**src/dts_map.vh**
```
/*
  Constants for the per-core die temperature sensing and hot-signal block:
  register offsets, field positions, reset values and timing counts.
  Assumes inclusion by bare name from the design files of this block.
*/
// Function
// Reading reachable only through internal registers
// One independent sensor per core
// Readings valid only in normal power state
// Reading is offset below maximum junction temperature
// Reading never exceeds maximum junction temperature
// Fault status bit shares reading register
// Trip at maximum starts automatic throttling
// Two programmable thresholds per core raise interrupts
// Low readings saturate below 25 degrees
// Throttled yet hot latches fault and sticky
// Fault latch raises thermal interrupt
// Software shuts down on fault bit
// Hot pin asserts at maximum temperature
// Throttle active whenever hot asserted, auto enabled; here a core does not throttle while another core's trip drives the pin
// Hot edge interrupt: rise, fall or both
// Bidirectional hot pin; external drive throttles
// Single hot pin driven on any trip
// Internal trip throttles only the hot core
// External monitor holds pin low while needed
// Automatic throttle gates clock at fixed half duty
// Hysteresis around trip point
// On-demand throttle, 12.5% steps, auto wins
// External hot input synchronised two flops
// Sticky fault stays until software clears
`ifndef DTS_MAP_VH
`define DTS_MAP_VH

`define DTS_NCORE        2
`define DTS_TW           7
// Register offsets, per core: core index in addr[4]
`define DTS_A_STATUS     4'h0
`define DTS_A_CTRL       4'h1
`define DTS_A_THR0       4'h2
`define DTS_A_THR1       4'h3
`define DTS_A_INTEN      4'h4
`define DTS_A_INTST      4'h5
`define DTS_A_HOTCFG     4'h6
// Status fields
`define DTS_ST_TEMP      6:0
`define DTS_ST_FAULT     8
`define DTS_ST_STICKY    9
`define DTS_ST_VALID     10
`define DTS_ST_THROT     11
`define DTS_ST_HOT       12
// Control fields
`define DTS_CT_AUTO      0
`define DTS_CT_DUTY      3:1
`define DTS_CT_ODEM      4
// Interrupt status bits
`define DTS_IS_THR0      0
`define DTS_IS_THR1      1
`define DTS_IS_FAULT     2
`define DTS_IS_HOT       3
// Hot config: bit0 rise, bit1 fall
`define DTS_HC_RISE      0
`define DTS_HC_FALL      1
// Reading limits, degrees below max junction
`define DTS_OFF_MAX      7'h4B
`define DTS_HYST         7'h02
`define DTS_CTRL_RST     5'h01
`define DTS_THR_RST      7'h7F
// Fault: throttled and still at max for this long
// 100 us at 25 MHz, sized to the hot counter
`define DTS_FAULT_CYC    12'h9C4
`define DTS_CNT_W        12
`define DTS_MOD_PER      8

`endif

```
**src/dts_core_sense.v**
```verilog
/*
  One core's thermal slice: reading saturation, trip with hysteresis,
  clock modulation, fault detection and threshold events.
  Assumes the sensor offset is synchronous to clk_i.
*/
`timescale 1ns/100ps
`include "dts_map.vh"

module dts_core_sense (
  input  wire                 clk_i,
  input  wire                 nrst_i,
  input  wire [`DTS_TW-1:0]   raw_off_i,
  input  wire                 normal_state_i,
  input  wire                 auto_en_i,
  input  wire                 odem_en_i,
  input  wire [2:0]           duty_i,
  input  wire                 ext_hot_i,
  input  wire [`DTS_TW-1:0]   thr0_i,
  input  wire [`DTS_TW-1:0]   thr1_i,
  input  wire                 sticky_clr_i,
  output reg  [`DTS_TW-1:0]   temp_o,
  output wire                 valid_o,
  output reg                  trip_o,
  output wire                 throttle_o,
  output reg                  clk_gate_o,
  output reg                  fault_o,
  output reg                  sticky_o,
  output wire                 thr0_ev_o,
  output wire                 thr1_ev_o,
  output wire                 fault_ev_o
);

  reg  [`DTS_CNT_W-1:0] hot_cnt_reg;
  reg  [2:0]            phase_reg;
  reg                   above0_reg;
  reg                   above1_reg;
  wire [`DTS_TW-1:0]    sat_off;
  wire                  above0;
  wire                  above1;
  wire                  auto_act;

  // ----------------------------------------------------------------
  // Reading
  // ----------------------------------------------------------------
  assign sat_off = (raw_off_i > `DTS_OFF_MAX) ? `DTS_OFF_MAX : raw_off_i;
  assign valid_o = normal_state_i;

  always @(posedge clk_i or negedge nrst_i) begin
    if (!nrst_i) begin
      temp_o <= `DTS_OFF_MAX;
    end else begin
      temp_o <= sat_off;
    end
  end

  // ----------------------------------------------------------------
  // Trip with hysteresis
  // ----------------------------------------------------------------
  always @(posedge clk_i or negedge nrst_i) begin
    if (!nrst_i) begin
      trip_o <= 1'b0;
    end else if (sat_off == {`DTS_TW{1'b0}}) begin
      trip_o <= 1'b1;
    end else if (sat_off >= `DTS_HYST) begin
      trip_o <= 1'b0;
    end
  end

  // ----------------------------------------------------------------
  // Clock modulation
  // ----------------------------------------------------------------
  assign auto_act   = auto_en_i & (trip_o | ext_hot_i);
  assign throttle_o = auto_act | odem_en_i;

  always @(posedge clk_i or negedge nrst_i) begin
    if (!nrst_i) begin
      phase_reg  <= 3'h0;
      clk_gate_o <= 1'b1;
    end else begin
      phase_reg <= phase_reg + 3'h1;
      if (auto_act) begin
        clk_gate_o <= ~phase_reg[2];
      end else if (odem_en_i) begin
        clk_gate_o <= (phase_reg < duty_i);
      end else begin
        clk_gate_o <= 1'b1;
      end
    end
  end

  // ----------------------------------------------------------------
  // Fault detection
  // ----------------------------------------------------------------
  always @(posedge clk_i or negedge nrst_i) begin
    if (!nrst_i) begin
      hot_cnt_reg <= {`DTS_CNT_W{1'b0}};
      fault_o     <= 1'b0;
      sticky_o    <= 1'b0;
    end else begin
      if (auto_act && trip_o) begin
        if (hot_cnt_reg != `DTS_FAULT_CYC) begin
          hot_cnt_reg <= hot_cnt_reg + {{(`DTS_CNT_W-1){1'b0}}, 1'b1};
        end
      end else begin
        hot_cnt_reg <= {`DTS_CNT_W{1'b0}};
      end
      fault_o <= (hot_cnt_reg == `DTS_FAULT_CYC);
      if (fault_ev_o) begin
        sticky_o <= 1'b1;
      end else if (sticky_clr_i) begin
        sticky_o <= 1'b0;
      end
    end
  end

  assign fault_ev_o = (hot_cnt_reg == `DTS_FAULT_CYC) & ~fault_o;

  // ----------------------------------------------------------------
  // Threshold crossings
  // ----------------------------------------------------------------
  assign above0 = (sat_off <= thr0_i);
  assign above1 = (sat_off <= thr1_i);

  always @(posedge clk_i or negedge nrst_i) begin
    if (!nrst_i) begin
      // Thresholds reset to top, so start above: no false event
      above0_reg <= 1'b1;
      above1_reg <= 1'b1;
    end else begin
      above0_reg <= above0;
      above1_reg <= above1;
    end
  end

  assign thr0_ev_o = above0 ^ above0_reg;
  assign thr1_ev_o = above1 ^ above1_reg;

endmodule // dts_core_sense

```
**src/dts_thermal_top.v**
```verilog
/*
  Top of the die temperature sensing and hot-signal block: per-core
  slices, single shared hot pin, internal register port, per-core
  interrupt outputs toward each core's interrupt controller.
  Assumes sensor offsets and the register port are synchronous to clk_i;
  the hot pin is open drain with an external pull-up.
*/
// Decided for this implementation: the plain strobed port and the address map.
`timescale 1ns/100ps
`include "dts_map.vh"

module dts_thermal_top (
  input  wire                            clk_i,
  input  wire                            nrst_i,
  input  wire [`DTS_NCORE*`DTS_TW-1:0]   sensor_off_i,
  input  wire                            normal_state_i,
  input  wire [4:0]                      addr_i,
  input  wire [15:0]                     wdata_i,
  input  wire                            wr_i,
  input  wire                            rd_i,
  output reg  [15:0]                     rdata_o,
  input  wire                            hot_signal_n_i,
  output wire                            hot_signal_n_o,
  output wire                            hot_signal_n_oe_o,
  output wire [`DTS_NCORE-1:0]           core_clk_gate_o,
  output wire [`DTS_NCORE-1:0]           core_irq_o
);

  reg  [4:0]            ctrl_reg   [0:`DTS_NCORE-1];
  reg  [`DTS_TW-1:0]    thr0_reg   [0:`DTS_NCORE-1];
  reg  [`DTS_TW-1:0]    thr1_reg   [0:`DTS_NCORE-1];
  reg  [3:0]            inten_reg  [0:`DTS_NCORE-1];
  reg  [3:0]            intst_reg  [0:`DTS_NCORE-1];
  reg  [1:0]            hotcfg_reg [0:`DTS_NCORE-1];
  reg                   hot_s1_reg;
  reg                   hot_s2_reg;
  reg                   hot_d_reg;
  reg                   own_s1_reg;
  reg                   own_s2_reg;
  wire [`DTS_TW-1:0]    temp     [0:`DTS_NCORE-1];
  wire [`DTS_NCORE-1:0] valid;
  wire [`DTS_NCORE-1:0] trip;
  wire [`DTS_NCORE-1:0] throt;
  wire [`DTS_NCORE-1:0] fault;
  wire [`DTS_NCORE-1:0] sticky;
  wire [`DTS_NCORE-1:0] ev0;
  wire [`DTS_NCORE-1:0] ev1;
  wire [`DTS_NCORE-1:0] evf;
  wire [`DTS_NCORE-1:0] sclr;
  wire                  ext_hot;
  wire                  hot_rise;
  wire                  hot_fall;
  wire                  sel;
  wire [3:0]            reg_a;

  assign sel   = addr_i[4];
  assign reg_a = addr_i[3:0];

  // ----------------------------------------------------------------
  // Shared hot pin
  // ----------------------------------------------------------------
  always @(posedge clk_i or negedge nrst_i) begin
    if (!nrst_i) begin
      hot_s1_reg <= 1'b0;
      hot_s2_reg <= 1'b0;
      hot_d_reg  <= 1'b0;
      own_s1_reg <= 1'b0;
      own_s2_reg <= 1'b0;
    end else begin
      hot_s1_reg <= ~hot_signal_n_i;
      hot_s2_reg <= hot_s1_reg;
      hot_d_reg  <= hot_s2_reg;
      own_s1_reg <= |trip;
      own_s2_reg <= own_s1_reg;
    end
  end

  assign hot_signal_n_o    = 1'b0;
  assign hot_signal_n_oe_o = |trip;
  // Own drive and its synchroniser echo excluded: only hot core throttles
  assign ext_hot  = hot_s2_reg & ~(|trip) & ~own_s2_reg;
  assign hot_rise = hot_s2_reg & ~hot_d_reg;
  assign hot_fall = ~hot_s2_reg & hot_d_reg;

  // ----------------------------------------------------------------
  // Per-core slices and registers
  // ----------------------------------------------------------------
  genvar g;
  generate
    for (g = 0; g < `DTS_NCORE; g = g + 1) begin : g_core
      dts_core_sense u_sense (
        .clk_i          (clk_i),
        .nrst_i         (nrst_i),
        .raw_off_i      (sensor_off_i[g*`DTS_TW +: `DTS_TW]),
        .normal_state_i (normal_state_i),
        .auto_en_i      (ctrl_reg[g][`DTS_CT_AUTO]),
        .odem_en_i      (ctrl_reg[g][`DTS_CT_ODEM]),
        .duty_i         (ctrl_reg[g][`DTS_CT_DUTY]),
        .ext_hot_i      (ext_hot),
        .thr0_i         (thr0_reg[g]),
        .thr1_i         (thr1_reg[g]),
        .sticky_clr_i   (sclr[g]),
        .temp_o         (temp[g]),
        .valid_o        (valid[g]),
        .trip_o         (trip[g]),
        .throttle_o     (throt[g]),
        .clk_gate_o     (core_clk_gate_o[g]),
        .fault_o        (fault[g]),
        .sticky_o       (sticky[g]),
        .thr0_ev_o      (ev0[g]),
        .thr1_ev_o      (ev1[g]),
        .fault_ev_o     (evf[g])
      );

      assign sclr[g] = wr_i && (sel == g) && (reg_a == `DTS_A_STATUS) && wdata_i[`DTS_ST_STICKY];

      always @(posedge clk_i or negedge nrst_i) begin
        if (!nrst_i) begin
          ctrl_reg[g]   <= `DTS_CTRL_RST;
          thr0_reg[g]   <= `DTS_THR_RST;
          thr1_reg[g]   <= `DTS_THR_RST;
          inten_reg[g]  <= 4'h0;
          hotcfg_reg[g] <= 2'h0;
        end else if (wr_i && (sel == g)) begin
          case (reg_a)
            `DTS_A_CTRL:   ctrl_reg[g]   <= wdata_i[4:0];
            `DTS_A_THR0:   thr0_reg[g]   <= wdata_i[`DTS_TW-1:0];
            `DTS_A_THR1:   thr1_reg[g]   <= wdata_i[`DTS_TW-1:0];
            `DTS_A_INTEN:  inten_reg[g]  <= wdata_i[3:0];
            `DTS_A_HOTCFG: hotcfg_reg[g] <= wdata_i[1:0];
            default: ;
          endcase
        end
      end

      // Write-one-to-clear; a new event wins over the clear
      always @(posedge clk_i or negedge nrst_i) begin
        if (!nrst_i) begin
          intst_reg[g] <= 4'h0;
        end else begin
          intst_reg[g] <= (intst_reg[g] &
                           ~((wr_i && (sel == g) && (reg_a == `DTS_A_INTST)) ? wdata_i[3:0] : 4'h0)) |
                          {(hot_rise & hotcfg_reg[g][`DTS_HC_RISE]) |
                             (hot_fall & hotcfg_reg[g][`DTS_HC_FALL]),
                           evf[g], ev1[g], ev0[g]};
        end
      end

      assign core_irq_o[g] = |(intst_reg[g] & inten_reg[g]);
    end
  endgenerate

  // ----------------------------------------------------------------
  // Read port
  // ----------------------------------------------------------------
  always @(posedge clk_i or negedge nrst_i) begin
    if (!nrst_i) begin
      rdata_o <= 16'h0000;
    end else if (rd_i) begin
      case (reg_a)
        `DTS_A_STATUS: rdata_o <= {3'h0, hot_s2_reg | trip[sel], throt[sel], valid[sel],
                                    sticky[sel], fault[sel], 1'b0, temp[sel]};
        `DTS_A_CTRL:   rdata_o <= {11'h000, ctrl_reg[sel]};
        `DTS_A_THR0:   rdata_o <= {9'h000, thr0_reg[sel]};
        `DTS_A_THR1:   rdata_o <= {9'h000, thr1_reg[sel]};
        `DTS_A_INTEN:  rdata_o <= {12'h000, inten_reg[sel]};
        `DTS_A_INTST:  rdata_o <= {12'h000, intst_reg[sel]};
        `DTS_A_HOTCFG: rdata_o <= {14'h0000, hotcfg_reg[sel]};
        default:       rdata_o <= 16'h0000;
      endcase
    end else begin
      rdata_o <= 16'h0000;
    end
  end

endmodule // dts_thermal_top

```
**config.mk**
```make
export PLATFORM = sky130hd
export DESIGN_NAME = dts_thermal_top
export DESIGN_NICKNAME = d
export VERILOG_FILES = /design/src/dts_core_sense.v /design/src/dts_thermal_top.v
export VERILOG_INCLUDE_DIRS = /design/src
export SDC_FILE = /design/constraint.sdc
export NUM_CORES = 1
export LEC_CHECK = 0
export ABC_AREA = 1
export BUFFER_PORTS_ARGS = -buffer_cell sky130_fd_sc_hd__buf_2
export CAP_MARGIN = 10
export CORE_MARGIN = 2
export CORE_UTILIZATION = 50
export CTS_CLUSTER_DIAMETER = 40
export DETAILED_ROUTE_END_ITERATION = 7
export GPL_TIMING_DRIVEN = 0
export PLACE_DENSITY = 0.71
export SYNTH_ARGS = -nofsm -noshare
export SYNTH_HDL_FRONTEND = slang
export SYNTH_HIERARCHICAL = 1
export SYNTH_SLANG_ARGS = --single-unit
```
**constraint.sdc**
```tcl
create_clock -name clk_i -period 4.3 [get_ports clk_i]
set_input_delay 0.43 -clock clk_i [delete_from_list [all_inputs] [get_ports clk_i]]
set_output_delay 0.43 -clock clk_i [all_outputs]
set_load 0.005 [all_outputs]
```
==> insert_results.sql, run 1 <==
INSERT INTO impl_metrics (metric_group, metric, value, unit) VALUES
('timing', 'number_of_endpoints_with_negative_hold_slack_in_the_final_report', '0', ''),
('floorplanning', 'chip_height', '125', 'µm'),
('logic_synthesis', 'postSynthCellCount', '931', ''),
('power_and_ir_drop', 'static-leakage-power', '4.52', 'nW'),
('clock_tree', 'cts_setup_buffers', '0', ''),
('clock_tree', 'tritoncts', 'done', ''),
('setup_path', 'crit_chain', 'buf_2 > nor2_1 > o21ai_0 > nand2_1 > inv_1 > nor2_1 > ha_1 > a21oi_1 > nand2_1 > nand2_1 > nand2_1 > nand3_1 > nand2_1 > o21bai_1', ''),
('timing', 'slew_of_the_pin_with_the_lowest_slew_margin', '0.682', 'ns'),
('drt', 'drt.antenna.violating_nets', '0', ''),
('timing', 'number_of_setup_violations_in_the_final_report', '0', ''),
('global_routing', 'global_route_wire_length_before_repair', '27900', 'µm'),
('drt', 'routed_wl', '16800', 'µm'),
('logic_synthesis', 'ys_types', '35', ''),
('clock_tree', 'clk_latency', '0.42', 'ns'),
('setup_path', 'max_stage_delay', '0.33', 'ns'),
('place', 'place.detailed.hpwl', '12400', 'µm'),
('drt', 'detail_route.wl_per_cell', '14.0', 'µm'),
('floorplanning', 'die_area', '0.0156', 'mm²'),
('setup_path', 'cp.buffers_inverters', '2', ''),
('setup_path', 'setup.worst_path.end_class', 'register', ''),
('power_and_ir_drop', 'p_per_area', '426', 'mW/mm²'),
('min_path', 'holdCritPathClass', 'input pin to register', ''),
('job', 'max_cap_violations', '0', ''),
('timing', 'clock_skew', '0.00605', 'ns'),
('timing', 'finalWorstPathRequiredPeriod', '1.90', 'ns'),
('min_path', 'min_delay_path_depth', '2', ''),
('timing', 'finalSetupTns', '0', 'ns'),
('logic_synthesis', 'synth_top_family_by_area', 'simple AND/OR/NAND/NOR gates', ''),
('global_routing', 'grt_ovf', '0', ''),
('floorplanning', 'num_io_pins', '63', ''),
('drt', 'iter_0_drt_violations', '340', ''),
('finish', 'final_design_area_no_fill', '0.00848', 'mm²'),
('setup_path', 'path_max_fanout', '3', ''),
('logic_synthesis', 'post_synth_fa_ha_maj_area_fraction', '6.49', '%'),
('finish', 'final_cells', '1200', ''),
('clock_tree', 'cts.htree.levels', '4', ''),
('setup_path', 'critPathLaunchType', 'input pin', ''),
('power_and_ir_drop', 'vdd.ir_drop.worst', '0.277', 'mV'),
('place', 'detailedPlace.worstSlack', '1.98', 'ns'),
('place', 'cell_count_post_placement', '1167', ''),
('setup_path', 'crit_cells', '14', ''),
('clock_tree', 'number_of_buffers_created_by_cts', '17', ''),
('timing', 'achievable-frequency', '0.525', 'GHz'),
('clock_tree', 'cts.clk_slew.worst_paths', '0.06', 'ns'),
('outcome', 'outcome', 'complete, no violations', ''),
('logic_synthesis', 'syn_area_per_cell', '7.86', 'µm²'),
('clock_tree', 'clock-root-buffer', 'sky130_fd_sc_hd__clkbuf_16', ''),
('drt', 'routed_via_density', '4.95', ''),
('logic_synthesis', 'synthesis.area', '0.00732', 'mm²'),
('timing', 'maxSlewHeadroom', '54.5', '%'),
('setup_path', 'worst_path_max_delay_cell', 'sky130_fd_sc_hd__ha_1', ''),
('setup_path', 'cp_common_cell', 'sky130_fd_sc_hd__nand2_1', ''),
('drt', 'via_count', '5934', ''),
('place', 'place.gp.congestion', '0.900', ''),
('drt', 'post-route-drc-count', '0', ''),
('floorplanning', 'core_area', '0.0144', 'mm²'),
('global_routing', 'grt_antenna_before_repair', '0', ''),
('logic_synthesis', 'synthesis.yosys.warnings', '6', ''),
('power_and_ir_drop', 'p_total', '3.61', 'mW'),
('place', 'place.port_buffers', '47', ''),
('place', 'detailed_place.area', '0.00784', 'mm²'),
('drt', 'dr.pass1.iters', '4', ''),
('setup_path', 'reg2reg_depth', '10', ''),
('global_routing', 'via_count_of_the_first_global_routing_pass', '5628', ''),
('global_routing', 'grt_max_degree', '104', ''),
('clock_tree', 'ctsLongestPathBuffers', '2', ''),
('clock_tree', 'cts_resized', '0', ''),
('clock_tree', 'cts.sinks', '131', ''),
('timing', 'timing.final.ws_setup', '2.40', 'ns'),
('timing', 'finalMaxSlewViolations', '0', ''),
('setup_path', 'critical_path_required', '4.61', 'ns');
-- layout make-up --
| cell class | instances | area [µm²] |
|---|---|---|
| buffer | 26 | 190 |
| clock buffer | 23 | 488 |
| clock inverter | 9 | 150 |
| fill | 1295 | 5940 |
| inverter | 146 | 553 |
| multi-input combinational | 632 | 3260 |
| sequential | 131 | 3330 |
| tap | 184 | 230 |
| timing repair buffer | 49 | 279 |
-- worst paths after layout --
path / from / endpoint / slack, ns
max in group asynchronous: nrst_i / g_core[0].u_sense/above1_reg$_DFF_PN1_ / 3.04
max: sensor_off_i[5] / intst_reg[5]$_DFF_PN0_ / 2.40
min in group asynchronous: nrst_i / g_core[1].u_sense/temp_o[5]$_DFF_PN0_ / 0.44
min: hot_signal_n_i / hot_s1_reg$_DFF_PN0_ / 0.14
max reg2reg: thr1_reg[13]$_DFFE_PN1P_ / intst_reg[5]$_DFF_PN0_ / 2.53
min reg2reg: own_s1_reg$_DFF_PN0_ / own_s2_reg$_DFF_PN0_ / 0.35
-- cells by family (layout without fill, tap and decap cells) --
kind of cell | after synthesis | in the layout
other | 1 | 5
AOI/OAI and AO/OA | 116 | 116
adders and majority gates | 38 | 38
xor gates and xnor gates | 4 | 4
buffers and inverters | 172 | 253
DFF | 131 | 131
and+or+nand+nor | 469 | 469
-- cell usage in the layout, fill, tap and decap left out, types with 13 or more instances in the layout --
| cell type | n |
|---|---|
| sky130_fd_sc_hd__ha_1 | 38 |
| sky130_fd_sc_hd__o21ai_1 | 20 |
| sky130_fd_sc_hd__buf_2 | 51 |
| sky130_fd_sc_hd__a21oi_1 | 31 |
| sky130_fd_sc_hd__o21ai_0 | 43 |
| sky130_fd_sc_hd__nand2_1 | 316 |
| sky130_fd_sc_hd__nand4_1 | 13 |
| sky130_fd_sc_hd__dfstp_2 | 44 |
| sky130_fd_sc_hd__clkbuf_16 | 17 |
| sky130_fd_sc_hd__inv_1 | 131 |
| sky130_fd_sc_hd__nor2_1 | 59 |
| sky130_fd_sc_hd__nand3_1 | 35 |
| sky130_fd_sc_hd__dfrtp_1 | 87 |
| sky130_fd_sc_hd__o21ai_2 | 16 |
-- power breakdown --
group	leakage [nW]	switching [mW]	internal [mW]	total [mW]
registers	1.59	0.100	1.41	1.51
logic	2.62	0.327	0.214	0.542
clock network	0.311	0.529	1.03	1.56
total	4.52	0.956	2.65	3.61
-- metal layers --
layer / track usage [%] / part of all wire (%) / vias up
met3: 4.45 / 4.3 / 28
met1: 31.9 / 49 / 2736
met4: 7.32 / 2.0 / 0
li1: - / - / 3040
met5: 0 / 0 / -
met2: 35.1 / 45 / 130
-- metrics by stage --
stage / hold WS (ns) / utilization, %
floorplan: 0.134 / -
CTS: 0.130 / 58.8
global placement: 0.333 / 54.1
finish: 0.145 / 58.8
global route: 0.134 / 58.8
detailed placement: 0.324 / 54.3
-- worst reg2reg max path, cell delays in order (launching register included) --
cell and delay (ns):
sky130_fd_sc_hd__dfstp_2 0.54, sky130_fd_sc_hd__inv_1 0.04, sky130_fd_sc_hd__ha_1 0.29, sky130_fd_sc_hd__nand2_1 0.07
sky130_fd_sc_hd__nor2_1 0.14, sky130_fd_sc_hd__nand2_1 0.07, sky130_fd_sc_hd__nand2_1 0.07, sky130_fd_sc_hd__nand2_1 0.07
sky130_fd_sc_hd__nand2_1 0.06, sky130_fd_sc_hd__nand2_1 0.13, sky130_fd_sc_hd__o21bai_1 0.19
-- cells in the mapped netlist --
library cell	n	area [µm²]
sky130_fd_sc_hd__nand2_1	316	1190
sky130_fd_sc_hd__inv_1	131	492
sky130_fd_sc_hd__dfrtp_1	87	2180
sky130_fd_sc_hd__nor2_1	59	221
sky130_fd_sc_hd__dfstp_2	44	1160
sky130_fd_sc_hd__o21ai_0	43	215
sky130_fd_sc_hd__ha_1	38	475
sky130_fd_sc_hd__nand3_1	35	175
sky130_fd_sc_hd__a21oi_1	31	155
sky130_fd_sc_hd__o21ai_1	20	100
sky130_fd_sc_hd__o21ai_2	16	140
sky130_fd_sc_hd__nand4_1	13	81.3
sky130_fd_sc_hd__inv_2	12	45.0
sky130_fd_sc_hd__buf_4	11	82.6
sky130_fd_sc_hd__nand2_2	11	68.8
sky130_fd_sc_hd__nor2_4	8	90.1
sky130_fd_sc_hd__nand2_4	7	78.8
sky130_fd_sc_hd__buf_6	6	67.6
sky130_fd_sc_hd__buf_2	5	25.0
sky130_fd_sc_hd__or2_2	5	31.3
sky130_fd_sc_hd__clkbuf_1	4	15.0
sky130_fd_sc_hd__nor4_1	3	18.8
sky130_fd_sc_hd__o21bai_1	3	22.5
sky130_fd_sc_hd__o22ai_1	3	18.8
sky130_fd_sc_hd__and2_0	2	12.5
sky130_fd_sc_hd__clkinv_2	2	10.0
sky130_fd_sc_hd__nor2_2	2	12.5
sky130_fd_sc_hd__nor2_8	2	40.0
sky130_fd_sc_hd__nor3_1	2	10.0
sky130_fd_sc_hd__nor3_2	2	20.0
sky130_fd_sc_hd__nor3_4	2	32.5
sky130_fd_sc_hd__xnor2_1	2	17.5
sky130_fd_sc_hd__xor2_1	2	17.5
sky130_fd_sc_hd__conb_1	1	3.75
sky130_fd_sc_hd__inv_4	1	6.26
-- timing repair --
| action | 4_1_cts | 5_1_grt |
|---|---|---|
| hold buffers | 1 | 0 |
| endpoints found under the hold margin | 8 | 0 |
| setup endpoints to repair | 0 | 0 |
No activity file was read; power rests on OpenSTA's default activity.
==> run 2, diff against run 1 <==
PLACE_DENSITY = 0.73   (was 0.71)
clock period = 1.67 ns   (was 4.3 ns; I/O delays follow)
==> run 2 against run 1 <==
  * The run now ends with setup timing left
  * Wire length grew 6.6%
  * Clock skew increased by 0.00070 ns
  * Cell count up 2.2%
  * Sequential cell count stayed put
  * Sequential share of layout area decreased by 2.4 points
  * Power grew to 2.7 times the previous value
  * Setup slack worse by 2.4 ns
  * Hold slack got worse by 0.12 ns
  * Clock power grew 150%
  * Critical endpoint unchanged
==> insert_results.sql, run 2 (synthesis gave the netlist of run 1 again) <==
INSERT INTO impl_metrics (metric_group, metric, value, unit) VALUES
('floorplanning', 'num_io_pins', '63', ''),
('drt', 'iter_0_drt_violations', '489', ''),
('floorplanning', 'chip_height', '125', 'µm'),
('global_routing', 'grt_util_all_layers', '23.4', '%'),
('timing', 'number_of_setup_violations_in_the_final_report', '1', ''),
('finish', 'layout_common_cells', '302 x sky130_fd_sc_hd__nand2_1, 124 x sky130_fd_sc_hd__inv_1, 87 x sky130_fd_sc_hd__dfrtp_1, 51 x sky130_fd_sc_hd__buf_2, 50 x sky130_fd_sc_hd__nor2_1', ''),
('setup_path', 'crit_chain', 'inv_2 > ha_4 > nand2_4 > nor2_4 > nand2_1 > nand2_2 > nand2_2 > nand2_2 > nand2_4 > o21bai_1', ''),
('timing', 'number_of_endpoints_with_negative_hold_slack_in_the_final_report', '0', ''),
('drt', 'detail_route.wl_per_cell', '14.6', 'µm'),
('clock_tree', 'clk_latency', '0.43', 'ns'),
('drt', 'drt.antenna.violating_nets', '0', ''),
('setup_path', 'cp_common_cell', 'sky130_fd_sc_hd__nand2_2', ''),
('power_and_ir_drop', 'static-leakage-power', '4.69', 'nW'),
('setup_path', 'setup.worst_path.end_class', 'register', ''),
('drt', 'routed_via_density', '5.07', ''),
('setup_path', 'worst_path_max_delay_cell', 'sky130_fd_sc_hd__dfstp_2', ''),
('global_routing', 'global_route_wire_length_before_repair', '29100', 'µm'),
('outcome', 'outcome', 'finished, violations left', ''),
('floorplanning', 'initial_core_util', '50.8', '%'),
('power_and_ir_drop', 'vdd.ir_drop.worst', '0.753', 'mV'),
('place', 'place.detailed.hpwl', '12600', 'µm'),
('clock_tree', 'cts.htree.levels', '4', ''),
('setup_path', 'crit_family', 'simple AND/OR/NAND/NOR gates', ''),
('floorplanning', 'std_cell_rows', '44', ''),
('drt', 'dr.pass1.iters', '7', ''),
('clock_tree', 'number_of_buffers_created_by_cts', '17', ''),
('setup_path', 'path_max_fanout', '2', ''),
('power_and_ir_drop', 'p_per_area', '1060', 'mW/mm²'),
('timing', 'timing.final.ws_setup', '-0.00411', 'ns'),
('timing', 'rsz0062_at_grt', 'true', ''),
('finish', 'final_core_utilization', '62.6', '%'),
('floorplanning', 'die_area', '0.0156', 'mm²'),
('outcome', 'violations_in_the_final_reports', 'setup timing', ''),
('clock_tree', 'cts.sinks', '131', ''),
('setup_path', 'critical_path_required', '1.98', 'ns'),
('clock_tree', 'ctsLongestPathBuffers', '2', ''),
('finish', 'syn_to_final_growth', '23.3', '%'),
('setup_path', 'crit_arrival', '1.99', 'ns'),
('min_path', 'holdCritPathClass', 'input pin to register', ''),
('finish', 'max_ffs_per_register', '24', ''),
('floorplanning', 'core_area', '0.0144', 'mm²'),
('global_routing', 'via_count_of_the_first_global_routing_pass', '5956', ''),
('finish', 'n_antenna_cell', '0', ''),
('clock_tree', 'clock-root-buffer', 'sky130_fd_sc_hd__clkbuf_16', ''),
('global_routing', 'grt_antenna_before_repair', '0', ''),
('setup_path', 'max_stage_delay', '0.54', 'ns'),
('timing', 'maxSlewHeadroom', '55.2', '%'),
('finish', 'final_design_area_no_fill', '0.00902', 'mm²'),
('clock_tree', 'tritoncts', 'done', ''),
('setup_path', 'criticalPathCategory', 'register to register', ''),
('drt', 'post-route-drc-count', '0', ''),
('place', 'place.port_buffers', '47', ''),
('setup_path', 'cp.buffers_inverters', '1', ''),
('global_routing', 'grt_max_degree', '69', ''),
('drt', 'routed_wl', '17900', 'µm'),
('setup_path', 'critPathLaunchType', 'register', ''),
('timing', 'timing.final.crit_share', '100', '%'),
('floorplanning', 'die_width', '125', 'µm'),
('finish', 'final_nets', '1108', ''),
('timing', 'finalMaxSlewViolations', '0', ''),
('timing', 'finalWorstPathRequiredPeriod', '1.67', 'ns'),
('clock_tree', 'cts.clk_slew.worst_paths', '0.06', 'ns'),
('finish', 'layout_commonest_cell', 'sky130_fd_sc_hd__nand2_1', ''),
('timing', 'clock_skew', '0.00675', 'ns'),
('drt', 'via_count', '6211', ''),
('timing', 'slew_of_the_pin_with_the_lowest_slew_margin', '0.672', 'ns'),
('place', 'place.gp.congestion', '0.898', ''),
('timing', 'achievable-frequency', '0.597', 'GHz'),
('job', 'max_cap_violations', '0', ''),
('place', 'detailed_place.area', '0.00784', 'mm²'),
('finish', 'post_route_cells_drive_above_1_share', '27.4', '%'),
('global_routing', 'grt_ovf', '0', '');
==> run 2: cell count changes in the layout (fill, tap and decap cells not counted), moves of 5 or more <==
cell	change
sky130_fd_sc_hd__dlygate4sd3_1	+10
sky130_fd_sc_hd__inv_2	+7
sky130_fd_sc_hd__ha_1	-15
sky130_fd_sc_hd__a21oi_2	+7
sky130_fd_sc_hd__nand2_1	-14
sky130_fd_sc_hd__ha_4	+15
sky130_fd_sc_hd__inv_1	-7
sky130_fd_sc_hd__nor2_1	-9
sky130_fd_sc_hd__a21oi_1	-7
sky130_fd_sc_hd__nand2_2	+11
sky130_fd_sc_hd__buf_4	+15
sky130_fd_sc_hd__nor2_4	+5
==> run 2: path summary, 6_finish.rpt <==
path / startpoint / endpoint / slack, ns / cells after the start
min: sensor_off_i[8] / g_core[1].u_sense/temp_o[1]$_DFF_PN1_ / 0.02 / 3
max in group asynchronous: nrst_i / g_core[0].u_sense/temp_o[0]$_DFF_PN1_ / 0.63 / 3
max reg2reg: thr1_reg[12]$_DFFE_PN1P_ / intst_reg[5]$_DFF_PN0_ / -0.004 / 10
min in group asynchronous: nrst_i / g_core[1].u_sense/temp_o[5]$_DFF_PN0_ / 0.28 / 2
max: thr1_reg[12]$_DFFE_PN1P_ / intst_reg[5]$_DFF_PN0_ / -0.004 / 10
min reg2reg: own_s1_reg$_DFF_PN0_ / own_s2_reg$_DFF_PN0_ / 0.35 / 0
==> run 2: what timing repair did <==
item | 4_1_cts | 5_1_grt
endpoints found under the setup margin | 3 | 7
pin swaps | 13 | 27
endpoints found under the hold margin | 43 | 0
resized for setup | 12 | 57
hold buffers | 13 | 0
buffers inserted | 8 | 6
==> run 2: area by class of cell <==
class / count / area (µm²)
clock inverters: 11 / 109
multi-input cells: 632 / 3580
well taps: 184 / 230
fillers: 1254 / 5400
repair buffers: 75 / 509
plain buffers: 26 / 194
flip-flops and latches: 131 / 3330
inverters: 146 / 553
clock buffers: 21 / 514
==> run 2: through the flow <==
step / setup WS (ns) / setup TNS, ns / hold slack [ns] / total power, mW / instances
after floorplan: 0.121 / 0 / -0.129 / 4.84 / 935
after global placement: -1.31 / -139.42 / 0.310 / 5.26 / 1166
after detailed placement: -0.368 / -1.21 / 0.185 / 5.32 / 1167
after CTS: 0.000850 / 0 / 0.00753 / 9.32 / 1220
after global routing: -0.0662 / -0.152 / 0.0349 / 10.1 / 1226
final: -0.00411 / -0.00411 / 0.0230 / 9.58 / 1226
==> run 2: worst reg2reg max path: cells and delay by family (launching register included) <==
family	cells	cell delay [ns]
AO/OA/AOI/OAI	1	0.15
adder cells (fa/ha/maj)	1	0.27
flip-flops	1	0.54
AND/OR/NAND/NOR	7	0.56
buffers and inverters	1	0.05
==> run 2: where the power goes <==
| part | internal, mW | switching [mW] | total (mW) |
|---|---|---|---|
| Sequential | 3.63 | 0.248 | 3.88 |
| Clock | 2.37 | 1.48 | 3.85 |
| Combinational | 0.797 | 1.05 | 1.84 |
| Total | 6.80 | 2.78 | 9.58 |
==> run 2: layer usage <==
layer  global-route usage [%]  part of all wire, %  up-vias
met3                     4.11                  4.4       31
met5                        0                    0        -
met4                     9.80                  2.5        0
met2                     37.0                   47      150
li1                         -                    -     3083
met1                     32.1                   46     2947
==> run 3, diff against run 2 <==
ABC_AREA = not set   (was 1)
PLACE_DENSITY = 0.74   (was 0.73)
==> run 3 against run 2 <==
  * Via count decreased by 20%
  * Count of clock-buffer cells in the layout grew 5
  * First-iteration DRC count decreased by 35%
  * Synthesized area shrank 7.0%
  * Largest cell class unchanged
  * Synthesized cell count fell by 35%
  * Critical path depth shrank 3
  * The run still ends with setup timing left
==> insert_results.sql, run 3 <==
INSERT INTO impl_metrics (metric_group, metric, value, unit) VALUES
('clock_tree', 'cts.sinks', '131', ''),
('logic_synthesis', 'post_synth_fa_ha_maj_area_fraction', '6.98', '%'),
('drt', 'routed_via_density', '5.60', ''),
('finish', 'n_antenna_cell', '0', ''),
('drt', 'dr.pass1.iters', '5', ''),
('setup_path', 'crit_family', 'flip-flops', ''),
('clock_tree', 'cts.clk_slew.worst_paths', '0.05', 'ns'),
('floorplanning', 'std_cell_rows', '42', ''),
('timing', 'finalMaxSlewViolations', '0', ''),
('finish', 'final_cells', '889', ''),
('setup_path', 'ff2ff_setup_slack', '-0.08', 'ns'),
('logic_synthesis', 'synth_top_cells_by_count', '87 x sky130_fd_sc_hd__dfrtp_1, 47 x sky130_fd_sc_hd__mux2_2, 47 x sky130_fd_sc_hd__nor2_1, 44 x sky130_fd_sc_hd__dfstp_2, 43 x sky130_fd_sc_hd__inv_1', ''),
('finish', 'final_core_utilization', '63.1', '%'),
('setup_path', 'critical_path_required', '1.98', 'ns'),
('finish', 'post_route_cells_drive_above_1_share', '38.4', '%'),
('finish', 'final_nets', '779', ''),
('timing', 'final.hold.worst_slack', '0.0230', 'ns'),
('setup_path', 'setup.worst_path.end_class', 'register', ''),
('logic_synthesis', 'sequential_cell_area_fraction_in_the_yosys_report', '48.9', '%'),
('logic_synthesis', 'asyncSetResetFlopFracSynth', '100', '%'),
('logic_synthesis', 'yosys_most_used_dff', 'sky130_fd_sc_hd__dfrtp_1', ''),
('global_routing', 'grt_util_all_layers', '23.6', '%'),
('min_path', 'worstHoldStart', 'wdata_i[5]', ''),
('logic_synthesis', 'yosys.area_share.simple', '13.3', '%'),
('min_path', 'worstHoldEndpoint', 'thr0_reg[12]$_DFFE_PN1P_', ''),
('logic_synthesis', 'synthesis.area', '0.00681', 'mm²'),
('logic_synthesis', 'yosys.cell_count.top_type', 'sky130_fd_sc_hd__dfrtp_1', ''),
('timing', 'number_of_setup_violations_in_the_final_report', '4', ''),
('logic_synthesis', 'syn_area_per_cell', '11.3', 'µm²'),
('outcome', 'outcome', 'finished, violations left', ''),
('logic_synthesis', 'post_synth_main_area_contributors', 'sky130_fd_sc_hd__dfrtp_1 32%, sky130_fd_sc_hd__dfstp_2 17%, sky130_fd_sc_hd__mux2_2 7.8%, sky130_fd_sc_hd__ha_1 7.0%, sky130_fd_sc_hd__mux2i_1 5.6%', ''),
('timing', 'timing.final.crit_share', '105', '%'),
('drt', 'iter_0_drt_violations', '317', ''),
('timing', 'slew_of_the_pin_with_the_lowest_slew_margin', '1.09', 'ns'),
('setup_path', 'criticalPathCategory', 'register to register', ''),
('global_routing', 'grt_max_degree', '103', ''),
('finish', 'syn_to_final_growth', '23.2', '%'),
('logic_synthesis', 'postSynthCellCount', '603', ''),
('timing', 'clock_skew', '0.00440', 'ns'),
('logic_synthesis', 'synth_top_family_by_area', 'multiplexers', ''),
('place', 'cell_count_post_placement', '829', ''),
('drt', 'detail_route.wl_per_cell', '18.3', 'µm'),
('drt', 'post-route-drc-count', '0', ''),
('logic_synthesis', 'synth_edf_count', '0', ''),
('place', 'place.gp.congestion', '0.901', ''),
('setup_path', 'crit_arrival', '2.06', 'ns'),
('job', 'max_cap_violations', '0', ''),
('global_routing', 'grt_ovf', '0', ''),
('drt', 'routed_wl', '16300', 'µm'),
('global_routing', 'grt_antenna_before_repair', '0', ''),
('finish', 'max_ffs_per_register', '24', ''),
('logic_synthesis', 'post_synth_xor_area_fraction', '3.34', '%'),
('clock_tree', 'clk_latency', '0.42', 'ns'),
('logic_synthesis', 'synth_top_cell_area_share', '32.0', '%'),
('clock_tree', 'ctsLongestPathBuffers', '2', ''),
('timing', 'finalWorstPathRequiredPeriod', '1.75', 'ns'),
('clock_tree', 'number_of_buffers_created_by_cts', '17', ''),
('setup_path', 'critPathLaunchType', 'register', ''),
('finish', 'layout_commonest_cell', 'sky130_fd_sc_hd__dfrtp_1', ''),
('setup_path', 'reg2reg_to', 'intst_reg[0]$_DFF_PN0_', ''),
('setup_path', 'r2r_start', 'thr0_reg[3]$_DFFE_PN1P_', ''),
('timing', 'achievable-frequency', '0.572', 'GHz'),
('logic_synthesis', 'post_synth_top_area_cell', 'sky130_fd_sc_hd__dfrtp_1', ''),
('logic_synthesis', 'ys_types', '51', ''),
('power_and_ir_drop', 'p_per_area', '1070', 'mW/mm²'),
('place', 'place.port_buffers', '45', ''),
('min_path', 'holdCritPathClass', 'input pin to register', ''),
('timing', 'timing.final.ws_setup', '-0.0773', 'ns'),
('setup_path', 'max_stage_delay', '0.56', 'ns'),
('power_and_ir_drop', 'static-leakage-power', '3.81', 'nW'),
('min_path', 'min_delay_path_depth', '2', ''),
('power_and_ir_drop', 'p_total', '9.01', 'mW'),
('logic_synthesis', 'synthesis.yosys.warnings', '6', ''),
('finish', 'layout_common_cells', '86 x sky130_fd_sc_hd__dfrtp_1, 50 x sky130_fd_sc_hd__buf_2, 47 x sky130_fd_sc_hd__nor2_1, 47 x sky130_fd_sc_hd__mux2_2, 44 x sky130_fd_sc_hd__dfstp_2', ''),
('logic_synthesis', 'post_synth_mux_area_share', '14.9', '%'),
('floorplanning', 'die_width', '121', 'µm'),
('drt', 'drt.antenna.violating_nets', '0', ''),
('floorplanning', 'num_io_pins', '63', ''),
('timing', 'finalSetupTns', '-0.213', 'ns'),
('floorplanning', 'initial_core_util', '51.2', '%'),
('floorplanning', 'core_area', '0.0133', 'mm²'),
('drt', 'via_count', '4975', ''),
('outcome', 'violations_in_the_final_reports', 'setup timing', ''),
('power_and_ir_drop', 'vdd.ir_drop.worst', '0.827', 'mV'),
('setup_path', 'cp.buffers_inverters', '1', ''),
('clock_tree', 'cts.htree.levels', '4', ''),
('setup_path', 'crit_chain', 'inv_2 > ha_1 > nand4_1 > a21oi_2 > o22ai_4 > xor2_1 > a21o_1', ''),
('place', 'place.detailed.hpwl', '11100', 'µm'),
('global_routing', 'via_count_of_the_first_global_routing_pass', '5156', ''),
('setup_path', 'worst_path_max_delay_cell', 'sky130_fd_sc_hd__dfstp_2', ''),
('logic_synthesis', 'ys_ff_latch', '131', ''),
('timing', 'number_of_endpoints_with_negative_hold_slack_in_the_final_report', '0', ''),
('logic_synthesis', 'synth_compound_area_share', '7.68', '%'),
('setup_path', 'path_max_fanout', '2', ''),
('clock_tree', 'clock-root-buffer', 'sky130_fd_sc_hd__clkbuf_16', ''),
('floorplanning', 'chip_height', '121', 'µm'),
('setup_path', 'reg2reg_depth', '7', ''),
('timing', 'rsz0062_at_grt', 'true', ''),
('floorplanning', 'die_area', '0.0146', 'mm²'),
('global_routing', 'global_route_wire_length_before_repair', '26200', 'µm'),
('timing', 'maxSlewHeadroom', '26.6', '%'),
('clock_tree', 'tritoncts', 'done', '');
## run 3: stage by stage
| stage | setup slack (ns) | cell area [µm²] |
|---|---|---|
| 2_1_floorplan | -0.0357 | 6840 |
| 3_3_place_gp | -1.15 | 7290 |
| 3_5_place_dp | -0.456 | 7320 |
| 4_1_cts | -0.0455 | 8290 |
| 5_1_grt | -0.120 | 8390 |
| 6_report | -0.0773 | 8390 |
## run 3: worst max-delay path by stage
| stage | from | endpoint | cells past startpoint |
|---|---|---|---|
| after floorplan | sensor_off_i[12] | intst_reg[1]$_DFF_PN0_ | 8 |
| after global placement | nrst_i | g_core[1].u_sense/hot_cnt_reg[3]$_DFFE_PN0P_ | 1 |
| after detailed placement | sensor_off_i[5] | intst_reg[5]$_DFF_PN0_ | 9 |
| after CTS | thr0_reg[5]$_DFFE_PN1P_ | intst_reg[0]$_DFF_PN0_ | 7 |
| after global routing | thr1_reg[4]$_DFFE_PN1P_ | intst_reg[1]$_DFF_PN0_ | 7 |
| final | thr0_reg[3]$_DFFE_PN1P_ | intst_reg[0]$_DFF_PN0_ | 7 |
## run 3: per-layer routing
metal,share of wire [%],up-vias,global-route usage (%)
met2,49,142,39.7
met4,2.6,0,9.88
met3,5.0,34,4.76
li1,-,2304,-
met1,43,2495,29.7
met5,0,-,0
## run 3: cells by family after synthesis
logic type               Yosys count
AO/OA/AOI/OAI                     83
XOR/XNOR                          26
adder cells (fa/ha/maj)           38
buffers and inverters             73
flip-flops                       131
multiplexers                      92
other                              1
AND/OR/NAND/NOR                  159
## run 3: what timing repair did
item                       in CTS  in global routing
hold endpoints to repair       34                  0
gates resized for setup        39                 17
setup endpoints to repair       6                 10
pin swaps                      22                  9
buffers inserted               21                  1
hold buffers                    8                  0
## run 3: area by class of cell
type / count / area, µm²
Timing Repair Buffer: 76 / 508
Sequential cell: 131 / 3330
Tap cell: 176 / 220
Clock inverter: 6 / 30.0
Multi-Input combinational cell: 403 / 3490
Buffer: 28 / 158
Inverter: 43 / 161
Clock buffer: 26 / 489
Fill cell: 1010 / 4900
## run 3: power by group
part | switching [mW] | total, mW | internal (mW)
clock | 1.29 | 3.29 | 1.99
combinational | 0.870 | 1.82 | 0.946
sequential | 0.268 | 3.91 | 3.64
total | 2.43 | 9.01 | 6.58
